## config.mk

```make
export PLATFORM = sky130hd
export DESIGN_NAME = clu_cell
export DESIGN_NICKNAME = d
export VERILOG_FILES = /design/src/logic/clu_pkg.sv /design/src/logic/clu_cell.sv
export SDC_FILE = /design/constraint.sdc
export NUM_CORES = 1
export LEC_CHECK = 0
export BUFFER_PORTS_ARGS = -buffer_cell sky130_fd_sc_hd__buf_4
export CAP_MARGIN = 20
export CORE_MARGIN = 2
export CORE_UTILIZATION = 25
export CTS_CLUSTER_DIAMETER = 80
export CTS_CLUSTER_SIZE = 24
export DETAILED_ROUTE_END_ITERATION = 7
export PLACE_DENSITY = 0.49
export SLEW_MARGIN = 30
export SYNTH_ARGS = -nofsm -noshare
export SYNTH_HDL_FRONTEND = slang
export SYNTH_SLANG_ARGS = --single-unit
```

## constraint.sdc

```tcl
create_clock -name clk_sys -period 4.05 [get_ports clk_sys]
set_clock_uncertainty 0.15 [all_clocks]
set_input_delay 0 -clock clk_sys [delete_from_list [all_inputs] [get_ports clk_sys]]
set_output_delay 0 -clock clk_sys [all_outputs]
set_load 0.02 [all_outputs]
```

## src/logic/clu_pkg.sv

```systemverilog
/*
  Constants, register map and state type of the configurable logic unit.
  Assumes a 100 MHz system clock and an Avalon-MM master with 32-bit data.
*/
// Summary of operation
// RL1: Four input gates draw on a pool of 32 candidate signals via four muxes.
// RL2: Each source mux picks one of eight sources by its own select field.
// RL3: Each mux offers true and inverted outputs, eight gate terms in all.
// RL4: Each gate ORs the terms software enables for it.
// RL5: With no terms enabled a gate gives its polarity bit as a constant.
// RL6: Software selection bits route true or inverted mux outputs into each gate.
// RL7: Control holds enable, interrupt enables, pin enable, polarity and function.
// RL8: Output and each gate result have independent inversion settings.
// RL9: Codes 000, 001, 010 give AND-OR, OR-XOR and four-input AND.
// RL10: Code 011 is an SR latch; 100 a D flip-flop with set and reset.
// RL11: Code 101 is a two-input D flip-flop with reset.
// RL12: Code 110 is a JK flip-flop with reset.
// RL13: Code 111 is a transparent latch with set and reset.
// RL14: The cell output drives peripherals and a pin without software help.
// RL15: A set gate polarity bit inverts that gate result; clear passes it.
// RL16: While disabled the output is held at zero.
// RL17: Rising and falling output edges raise interrupts when enabled.
// RL18: A status bit shows the output level; pin enable gates the pin.
`default_nettype none
package clu_pkg;
  // --------------------------------------------------------------
  // Register map, byte addresses
  // --------------------------------------------------------------
  localparam logic [4:0] CLU_ADDR_CTRL_LOW = 5'h00;
  localparam logic [4:0] CLU_ADDR_CTRL_HIGH = 5'h04;
  localparam logic [4:0] CLU_ADDR_SRC_SEL = 5'h08;
  localparam logic [4:0] CLU_ADDR_GSEL_LOW = 5'h0C;
  localparam logic [4:0] CLU_ADDR_GSEL_HIGH = 5'h10;
  localparam logic [4:0] CLU_ADDR_IRQ_STAT = 5'h14;
  localparam logic [4:0] CLU_ADDR_IRQ_MASK = 5'h18;
  // --------------------------------------------------------------
  // Control low field positions, select field stride and interrupt status bits
  // --------------------------------------------------------------
  localparam int CLU_BIT_EN = 15;
  localparam int CLU_BIT_RISE_IE = 11;
  localparam int CLU_BIT_FALL_IE = 10;
  localparam int CLU_BIT_PIN_DE = 7;
  localparam int CLU_BIT_LEVEL = 6;
  localparam int CLU_BIT_OUT_INV = 5;
  localparam int CLU_SEL_STRIDE = 4;
  localparam int CLU_IRQ_RISE = 0;
  localparam int CLU_IRQ_FALL = 1;
  // --------------------------------------------------------------
  // Function codes
  // --------------------------------------------------------------
  localparam logic [2:0] CLU_M_AND_OR = 3'h0;
  localparam logic [2:0] CLU_M_OR_XOR = 3'h1;
  localparam logic [2:0] CLU_M_AND4 = 3'h2;
  localparam logic [2:0] CLU_M_SR = 3'h3;
  localparam logic [2:0] CLU_M_DFF_SR = 3'h4;
  localparam logic [2:0] CLU_M_DFF2 = 3'h5;
  localparam logic [2:0] CLU_M_JK = 3'h6;
  localparam logic [2:0] CLU_M_LATCH = 3'h7;
  // --------------------------------------------------------------
  // Module state
  // --------------------------------------------------------------
  typedef struct packed {
    logic ack;
    logic [31:0] rdata;
    logic en;
    logic rise_ie;
    logic fall_ie;
    logic pin_de;
    logic out_inv;
    logic [2:0] mode;
    logic [3:0] gate_inv;
    logic [15:0] src_sel;
    logic [31:0] gsel;
    logic [1:0] irq_stat;
    logic [1:0] irq_mask;
    logic [31:0] sync1;
    logic [31:0] sync2;
    logic [3:0] gate_prev;
    logic q;
    logic out;
    logic irq;
    logic pin_out;
    logic pin_oe;
  } clu_state_t;
endpackage
`default_nettype wire

```

## src/logic/clu_cell.sv

```systemverilog
/*
  Configurable logic unit: four source muxes, four OR gates, eight
  functions, edge interrupts and an Avalon-MM register slave.
  Assumes the 32 source signals may come from any domain; all are
  synchronised before use.
*/
// Decided for this implementation: the Avalon-MM slave port and the placing of the registers.
`timescale 1ns/10ps
`default_nettype none
module clu_cell
  import clu_pkg::*;
(
  // Clock and reset
  input wire logic clk_sys,
  input wire logic reset,
  // Avalon-MM slave
  input wire logic [4:0] avs_address,
  input wire logic avs_read,
  input wire logic avs_write,
  input wire logic [31:0] avs_writedata,
  input wire logic [3:0] avs_byteenable,
  output logic [31:0] avs_readdata,
  output logic avs_waitrequest,
  // Candidate sources, eight per mux
  input wire logic [31:0] src_in,
  // Cell output, pin and interrupt
  output logic cell_out,
  output logic pin_out,
  output logic pin_oe,
  output logic irq
);
  // --------------------------------------------------------------
  // Helpers
  // --------------------------------------------------------------
  function automatic logic [15:0] merge16(input logic [15:0] old,
      input logic [31:0] wd, input logic [3:0] be);
    logic [15:0] m;
    m = old;
    if (be[0])
    begin
      m[7:0] = wd[7:0];
    end
    if (be[1])
    begin
      m[15:8] = wd[15:8];
    end
    return m;
  endfunction

  function automatic logic src_pick(input logic [31:0] s,
      input logic [15:0] sel, input int k);
    logic [2:0] f;
    f = sel[k*CLU_SEL_STRIDE +: 3];
    return s[k*8 + int'(f)];
  endfunction

  clu_state_t r;
  clu_state_t n;
  logic [3:0] d;
  logic [7:0] terms;
  logic [3:0] g;
  logic [3:0] g_rise;
  logic comb_out;
  logic raw;
  logic acc;
  logic wr;
  logic rd;
  logic [15:0] ctrl_low;
  logic [15:0] ctrl_wr;

  // --------------------------------------------------------------
  // Source muxes and gates
  // --------------------------------------------------------------
  genvar gi;
  generate
    for (gi = 0; gi < 4; gi++)
    begin : g_gate
      assign d[gi] = src_pick(r.sync2, r.src_sel, gi); // RL1 RL2
      assign terms[2*gi+1] = d[gi]; // RL3
      assign terms[2*gi] = ~d[gi]; // RL3
      // An empty selection leaves only the polarity bit.
      assign g[gi] = (|(terms & r.gsel[8*gi +: 8])) // RL4 RL5
                     ^ r.gate_inv[gi]; // RL8 RL15
    end
  endgenerate

  assign g_rise = g & ~r.gate_prev;
  assign acc = r.ack && (avs_read || avs_write);
  assign wr = acc && avs_write;
  assign rd = acc && avs_read;

  always_comb
  begin
    ctrl_low = 16'h0000;
    ctrl_low[CLU_BIT_EN] = r.en;
    ctrl_low[CLU_BIT_RISE_IE] = r.rise_ie;
    ctrl_low[CLU_BIT_FALL_IE] = r.fall_ie;
    ctrl_low[CLU_BIT_PIN_DE] = r.pin_de;
    ctrl_low[CLU_BIT_LEVEL] = r.out; // RL18
    ctrl_low[CLU_BIT_OUT_INV] = r.out_inv;
    ctrl_low[2:0] = r.mode;
  end

  // --------------------------------------------------------------
  // Next state
  // --------------------------------------------------------------
  always_comb
  begin
    n = r;
    n.sync1 = src_in;
    n.sync2 = r.sync1;
    n.gate_prev = g;
    ctrl_wr = merge16(ctrl_low, avs_writedata, avs_byteenable);
    // Bus: one wait cycle, then the request is accepted.
    n.ack = (avs_read || avs_write) && !r.ack;
    n.rdata = 32'h0000_0000;
    if (avs_address == CLU_ADDR_CTRL_LOW)
    begin
      n.rdata[15:0] = ctrl_low;
    end
    else if (avs_address == CLU_ADDR_CTRL_HIGH)
    begin
      n.rdata[3:0] = r.gate_inv;
    end
    else if (avs_address == CLU_ADDR_SRC_SEL)
    begin
      n.rdata[15:0] = r.src_sel;
    end
    else if (avs_address == CLU_ADDR_GSEL_LOW)
    begin
      n.rdata[15:0] = r.gsel[15:0];
    end
    else if (avs_address == CLU_ADDR_GSEL_HIGH)
    begin
      n.rdata[15:0] = r.gsel[31:16];
    end
    else if (avs_address == CLU_ADDR_IRQ_STAT)
    begin
      n.rdata[1:0] = r.irq_stat;
    end
    else if (avs_address == CLU_ADDR_IRQ_MASK)
    begin
      n.rdata[1:0] = r.irq_mask;
    end
    if (!n.ack)
    begin
      n.rdata = r.rdata;
    end
    if (wr)
    begin
      if (avs_address == CLU_ADDR_CTRL_LOW)
      begin
        n.en = ctrl_wr[CLU_BIT_EN]; // RL7
        n.rise_ie = ctrl_wr[CLU_BIT_RISE_IE];
        n.fall_ie = ctrl_wr[CLU_BIT_FALL_IE];
        n.pin_de = ctrl_wr[CLU_BIT_PIN_DE];
        n.out_inv = ctrl_wr[CLU_BIT_OUT_INV];
        n.mode = ctrl_wr[2:0];
      end
      else if (avs_address == CLU_ADDR_CTRL_HIGH && avs_byteenable[0])
      begin
        n.gate_inv = avs_writedata[3:0]; // RL8
      end
      else if (avs_address == CLU_ADDR_SRC_SEL)
      begin
        // Bit 3 of each nibble stays zero.
        n.src_sel = merge16(r.src_sel, avs_writedata, avs_byteenable)
                    & 16'h7777;
      end
      else if (avs_address == CLU_ADDR_GSEL_LOW)
      begin
        n.gsel[15:0] = merge16(r.gsel[15:0], avs_writedata,
                               avs_byteenable); // RL6
      end
      else if (avs_address == CLU_ADDR_GSEL_HIGH)
      begin
        n.gsel[31:16] = merge16(r.gsel[31:16], avs_writedata,
                                avs_byteenable); // RL6
      end
      else if (avs_address == CLU_ADDR_IRQ_MASK && avs_byteenable[0])
      begin
        n.irq_mask = avs_writedata[1:0];
      end
    end
    // Function block.
    case (r.mode)
      CLU_M_AND_OR: comb_out = (g[0] & g[1]) | (g[2] & g[3]); // RL9
      CLU_M_OR_XOR: comb_out = (g[0] | g[1]) ^ (g[2] | g[3]); // RL9
      CLU_M_AND4: comb_out = &g; // RL9
      default: comb_out = r.q;
    endcase
    case (r.mode)
      CLU_M_SR:
      begin
        // Set wins over reset when both are active.
        if (g[0] | g[1])
        begin
          n.q = 1'b1; // RL10
        end
        else if (g[2] | g[3])
        begin
          n.q = 1'b0;
        end
      end
      CLU_M_DFF_SR:
      begin
        if (g[2])
        begin
          n.q = 1'b0; // RL10
        end
        else if (g[3])
        begin
          n.q = 1'b1;
        end
        else if (g_rise[0])
        begin
          n.q = g[1];
        end
      end
      CLU_M_DFF2:
      begin
        if (g[2])
        begin
          n.q = 1'b0; // RL11
        end
        else if (g_rise[0])
        begin
          n.q = g[1] ^ g[3];
        end
      end
      CLU_M_JK:
      begin
        if (g[2])
        begin
          n.q = 1'b0; // RL12
        end
        else if (g_rise[0] && (g[1] || g[3]))
        begin
          n.q = g[1] & g[3] ? ~r.q : g[1];
        end
      end
      CLU_M_LATCH:
      begin
        if (g[2])
        begin
          n.q = 1'b0; // RL13
        end
        else if (g[3])
        begin
          n.q = 1'b1;
        end
        else if (g[0])
        begin
          n.q = g[1];
        end
      end
      default: n.q = 1'b0;
    endcase
    if (!r.en)
    begin
      n.q = 1'b0;
    end
    raw = comb_out ^ r.out_inv; // RL8
    // The cell runs on its own from here on, so software never stalls it.
    n.out = r.en & raw; // RL14 RL16
    n.pin_out = n.out & r.pin_de; // RL18
    n.pin_oe = r.pin_de & r.en; // RL18
    // A read clears only the bits it returned; a bit that arrived after
    // the data was captured, or in this very cycle, stays set.
    if (rd && avs_address == CLU_ADDR_IRQ_STAT)
    begin
      n.irq_stat = r.irq_stat & ~r.rdata[1:0];
    end
    if (r.rise_ie && n.out && !r.out)
    begin
      n.irq_stat[CLU_IRQ_RISE] = 1'b1; // RL17
    end
    if (r.fall_ie && !n.out && r.out)
    begin
      n.irq_stat[CLU_IRQ_FALL] = 1'b1; // RL17
    end
    n.irq = |(n.irq_stat & n.irq_mask);
  end

  always_ff @(posedge clk_sys or posedge reset)
  begin
    if (reset)
    begin
      r <= '0;
    end
    else
    begin
      r <= n;
    end
  end

  assign avs_readdata = r.rdata;
  assign avs_waitrequest = ~r.ack;
  assign cell_out = r.out;
  assign pin_out = r.pin_out;
  assign pin_oe = r.pin_oe;
  assign irq = r.irq;
endmodule // clu_cell
`default_nettype wire

```

==> impl_metrics.csv, run 1 <==
group,metric,value,unit
sta,fin_ws,0.6203,ns
placement,io_buffers,79,
synth,yosysSeqAreaShare,59.70,%
sta,fin_tns_setup,0,ns
min_path,hold_path_class,"in -> reg",
synth,syn_area_per_cell,13.20,sq um
clock_network,ctsRootBufferMaster,"clkbuf_16",
grt,grt.total_usage,11.45,%
floorplanning,dieArea,25920,sq um
layout,fin_nets,666,
placement,dp.final_hpwl,10260,um
drt,first_pass_iters,5,
floorplanning,fp.dieH,161,um
grt,antenna_found_initial,0,
sta,slew_viol_final,0,
pwr,power.total,3.630,mW
sta,slew_headroom,47.44,%
floorplanning,start_util,25.41,%
synth,synth_cell_types,52,
floorplanning,core,24250,sq um
pwr,power_density,449.7,nW/um^2
drt,ant_nets,0,
drt,wl,14320,um
setup_path,start_kind,"flip-flop",
synth,synth.area.top_cells,"dfrtp_1 (60%), mux2_2 (10%), mux2i_1 (6.3%)",
setup_path,worstSetupPathType,"reg -> reg",
setup_path,end_kind,"flip-flop",
sta,rsz0062_at_grt,"no",
grt,grt_max_degree,148,
clock_network,h-tree-depth,4,
layout,design_area,8071,sq um
layout,antenna_cells,0,
setup_path,worst_ep_required_time,4.24,ns
placement,routabilityCongestion,0.7931,
clock_network,cts_buffers,17,
synth,synth_area,6162,sq um
grt,grt_overflow,0,
floorplanning,dieWidth,161,um
layout,utilization,33.29,%
clock_network,clock_sinks,147,
drt,drc_errors,0,
drt,vias,4009,
drt,vias_per_cell,4.339,
sta,fmax,0.2916,GHz
clock_network,ctsResizeCount,0,
placement,placed_area,6937,sq um
pwr,leakagePower,3.710,nW
grt,grt_pass1_vias,4072,
sta,post-route-min-period,3.430,ns
layout,synthToLayoutAreaGrowth,30.98,%
synth,synth_top_area_share,59.70,%
placement,place_inst,837,
synth,syn_inst,467,
synth,ys_ff_latch,147,
clock_network,cts_tree,"yes",
layout,drive_gt1_share,31.00,%
sta,hold_viol,0,
floorplanning,io_pins,114,
floorplanning,row_count,57,
drt,wl_per_cell,15.50,um
pwr,vdd_ir_drop_max,0.0002869,V
synth,synth_top_area_cell,"dfrtp_1",
sta,whs,0.07528,ns
sta,setup_viol,0,
setup_path,arrival,3.62,ns
grt,grt_pass1_wl,22690,um
run,max_cap_viol_count,0,
setup_path,path_max_fanout,8,
clock_network,clk_latency,0.42,ns
outcome,status,"finished, final reports clean",
sta,worst_pin_slew,0.7885,ns
synth,yosys_warnings,0,
clock_network,worst_setup_hold_path_clk_slew,0.06,ns
layout,instances_no_fill,924,
clock_network,cts_buffer_depth,2,
drt,drt-initial-drc-count,255,
placement,place_ws,0.5980,ns
sta,min_period_over_period,84.68,%
==> worst max-delay path, cell delays in order (launching register included) <==
cell and delay, ns:
dfrtp_1 0.48, mux2i_1 0.16, mux4_2 0.60, mux2i_1 0.22
nand4_1 0.21, xnor2_2 0.41, inv_1 0.12, ha_1 0.21
o211ai_1 0.17, o31ai_1 0.09, o21a_1 0.19, o22a_1 0.18
a21oi_1 0.15
==> cells in the final DEF (no fill, tap or decap), types with 14 or more instances in the layout <==
master,synthesis,layout
clkbuf_16,0,17
o21ai_0,29,29
conb_1,1,16
dlygate4sd3_1,0,56
mux2i_1,39,39
mux2_2,56,56
nor2_1,14,14
buf_4,33,83
dfrtp_1,147,147
nand2_1,33,33
==> repair_timing <==
item,4_1_cts,5_1_grt
hold endpoints to repair,254,0
hold buffers,56,0
setup buffers,0,0
==> final timing paths <==
path	start	end	slack, ns	cells after the start
min in group asynchronous	reset	n[30]	0.21	4
worst max register to register	r[113]	r[4]	0.62	12
max in group asynchronous	reset	r[103]	2.94	4
worst min register to register	n[30]	r[30]	0.20	0
worst max-delay path	r[113]	r[4]	0.62	12
worst min-delay path	src_in[6]	n[15]	0.08	2
==> synthesized netlist by cell type (all sizes together) <==
master / number
nand2b: 2
o22a: 1
o211ai: 4
and2: 5
a41oi: 1
buf: 37
xnor2: 4
dfrtp: 147
nor2b: 2
nand3b: 3
a211oi: 2
nor3: 2
a21boi: 1
a21o: 1
a22oi: 4
and4b: 1
a21bo: 1
a221o: 6
nand3: 2
nand4: 5
o21a: 2
o21ai: 30
a222oi: 3
and3: 7
inv: 10
ha: 1
mux2i: 39
nor2: 14
o31ai: 2
nand4b: 1
a31oi: 1
a221oi: 6
clkbuf: 16
a21oi: 5
o22ai: 1
conb: 1
mux2: 56
mux4: 4
nand2: 33
o32ai: 1
nor3b: 1
o41ai: 1
o211a: 1
==> registers in the layout, indices dropped and copies added, names as in the netlist <==
register      count
avs_readdata     16
cell_out          1
ctrl_low          8
irq               1
n                32
pin_oe            1
pin_out           1
r                87
==> power breakdown <==
| group | switching (mW) | total, mW | internal [mW] |
|---|---|---|---|
| sequential | 0.0730 | 1.63 | 1.56 |
| clock | 0.609 | 1.53 | 0.917 |
| combinational | 0.243 | 0.470 | 0.227 |
==> layer usage <==
layer  up-vias  part of all wire [%]  global-route usage, %
met4         0                   1.2                  3.531
met3        13                   5.7                  3.030
met1      2003                    46                  15.68
met2       125                    47                  17.83
li1       1868                     -                      -
met5         -                     0                      0
==> cell type report <==
class	count	area [sq um]
fillers	2430	16180
flip-flops and latches	147	3679
multi-input cells	272	2168
repair buffers	140	1204
clock buffers	18	439.2
well taps	324	405.4
clock inverters	13	135.1
inverters	10	41.29
==> kinds of logic after synthesis <==
group                      synth area share, %
adders and majority gates               0.2030
DFF                                      59.70
other                                  0.06086
muxes                                    18.03
AOI/OAI and AO/OA                        8.467
and+or+nand+nor                          6.213
buffers and inverters                    6.213
xor gates and xnor gates                 1.117
Note: power is estimated with default switching activity, not from simulation.
==> run 2, diff against run 1 <==
==> constraint.sdc (replaced) <==
create_clock -name clk_sys -period 3.1 [get_ports clk_sys]
set_clock_uncertainty 0.15 [all_clocks]
set_input_delay 0 -clock clk_sys [delete_from_list [all_inputs] [get_ports clk_sys]]
set_output_delay 0 -clock clk_sys [all_outputs]
set_load 0.02 [all_outputs]
==> run 2 against run 1 <==
Against the previous run: the flow now finishes with violations (DRC, setup timing); critical path depth unchanged; die area is the same; via count increased by 5.4%; sequential share of layout area fell by 1.7 points; non-clock buffer count grew 33; setup slack got worse by 0.79 ns; combinational power grew 80%; sequential cell count unchanged; maximum frequency rose by 4.8%; utilization grew 1.3 points; count of clock-buffer cells in the layout down 1.
==> impl_metrics.csv, run 2 (synthesis gave the netlist of run 1 again) <==
group,metric,value,unit
outcome,status,"finished, violations left",
outcome,violations,"DRC, setup timing",
sta,worst_pin_slew,0.6091,ns
setup_path,r2r_cells,12,
clock_network,clk_latency,0.42,ns
sta,rsz0062_at_grt,"yes",
layout,layout_common_cells,"dfrtp_1 (143), buf_4 (112), dlygate4sd3_1 (57)",
setup_path,end_kind,"flip-flop",
layout,drive_gt1_share,36.18,%
floorplanning,dieWidth,161,um
layout,synthToLayoutAreaGrowth,36.22,%
clock_network,worst_setup_hold_path_clk_slew,0.06,ns
setup_path,worstSetupPathType,"reg -> reg",
setup_path,worst_ep_required_time,3.24,ns
placement,io_buffers,79,
sta,hold_viol,0,
drt,vias_per_cell,4.414,
sta,slew_viol_final,0,
min_path,hold_path_class,"in -> reg",
pwr,leakagePower,3.879,nW
layout,largest_register_ff_count,87,
grt,antenna_found_initial,0,
min_path,hold_depth,2,
clock_network,ctsRootBufferMaster,"clkbuf_16",
setup_path,start_kind,"flip-flop",
setup_path,arrival,3.41,ns
clock_network,clock_sinks,147,
setup_path,path_max_fanout,5,
setup_path,cp-endpoint,"irq",
pwr,vdd_ir_drop_max,0.0003819,V
floorplanning,core,24250,sq um
drt,wl,15570,um
layout,fin_nets,699,
drt,ant_nets,0,
floorplanning,start_util,25.41,%
placement,routabilityCongestion,0.8538,
grt,grt.total_usage,12.43,%
placement,dp.final_hpwl,11050,um
clock_network,cts_tree,"yes",
layout,largest_register,"r",
drt,drt-initial-drc-count,246,
sta,fin_ws,-0.1739,ns
sta,min_period_over_period,105.6,%
sta,fin_tns_setup,-0.6193,ns
setup_path,critPathLaunch,"r[109]",
grt,grt_pass1_wl,24760,um
sta,slew_headroom,59.39,%
pwr,power_density,589.0,nW/um^2
drt,drc_errors,1,
clock_network,cts_buffer_depth,2,
setup_path,ff2ff_setup_slack,-0.17,ns
drt,first_pass_iters,8,
layout,antenna_cells,0,
grt,grt_pass1_vias,4494,
run,max_cap_viol_count,0,
floorplanning,dieArea,25920,sq um
pwr,power.total,4.944,mW
floorplanning,row_count,57,
grt,grt_overflow,0,
floorplanning,io_pins,114,
sta,setup_viol,6,
grt,grt_max_degree,95,
layout,final_common_cell,"dfrtp_1",
clock_network,h-tree-depth,4,
drt,wl_per_cell,16.27,um
drt,vias,4224,
sta,fmax,0.3054,GHz
floorplanning,fp.dieH,161,um
setup_path,r2r_start,"r[109]",
sta,post-route-min-period,3.274,ns
setup_path,rr_endpoint,"irq",
clock_network,cts_buffers,17,
## run 2: cell count changes in the layout (fill, tap and decap cells not counted), sizes merged
cell,delta
buf,+32
clkinv,+4
clkinvlp,-2
clkbuf,-1
dlygate4sd3,+1
inv,-1
## run 2: power breakdown
part | switching, mW | internal [mW]
clock | 0.787 | 1.17
sequential | 0.101 | 2.04
combinational | 0.398 | 0.446
## run 2: layout make-up
type	instances	area [sq um]
inverter	10	41.29
clock buffer	17	425.4
tap	324	405.4
sequential	147	3684
fill	2426	15850
timing repair buffer	173	1474
multi-input combinational	272	2226
clock inverter	14	138.9
## run 2: through the flow
stage	cell area, sq um	instances	setup slack [ns]	util [%]	hold WS, ns
6_report	8394	957	-0.1739	34.62	0.07316
3_3_place_gp	7094	859	-0.1221	29.26	-0.04048
4_1_cts	8312	951	-0.1435	34.28	0.05844
2_1_floorplan	6222	482	0.05153	-	-0.1186
5_1_grt	8394	957	-0.2958	34.62	0.05548
3_5_place_dp	7094	859	-0.2105	29.26	-0.03939
## run 2: repair_timing
item / in CTS / in global routing
setup buffers: 5 / 4
pin swaps: 13 / 11
endpoints found under the setup margin: 6 / 6
hold buffers: 56 / 1
endpoints found under the hold margin: 140 / 9
resized for setup: 14 / 3
## run 2: how the worst min path moves through the flow
stage	slack (ns)	end	from
after floorplan	-0.12	n[10]	src_in[1]
after global placement	-0.04	n[32]	src_in[23]
after detailed placement	-0.04	n[34]	src_in[25]
after CTS	0.06	n[15]	src_in[6]
after global routing	0.06	n[10]	src_in[1]
final	0.07	n[13]	src_in[4]
## run 2: per-layer routing
layer	part of all wire, %	vias up	GRT usage (%)	wire [um]
met5	0	-	0	0
li1	-	1929	-	-
met4	1.5	0	4.099	234
met2	48	142	19.78	7430
met3	5.6	18	3.184	872
met1	45	2135	16.60	7031
## run 2: worst max-delay path: stages (launching register included)
cell and delay [ns]:
dfrtp_2 0.45, mux2i_1 0.15, mux4_2 0.57, mux2i_1 0.19, nand4_1 0.17, xnor2_2 0.29, buf_4 0.17, o41ai_4 0.08
a31oi_2 0.29, buf_4 0.16, nand3b_1 0.11, a41oi_2 0.24, o32ai_1 0.09
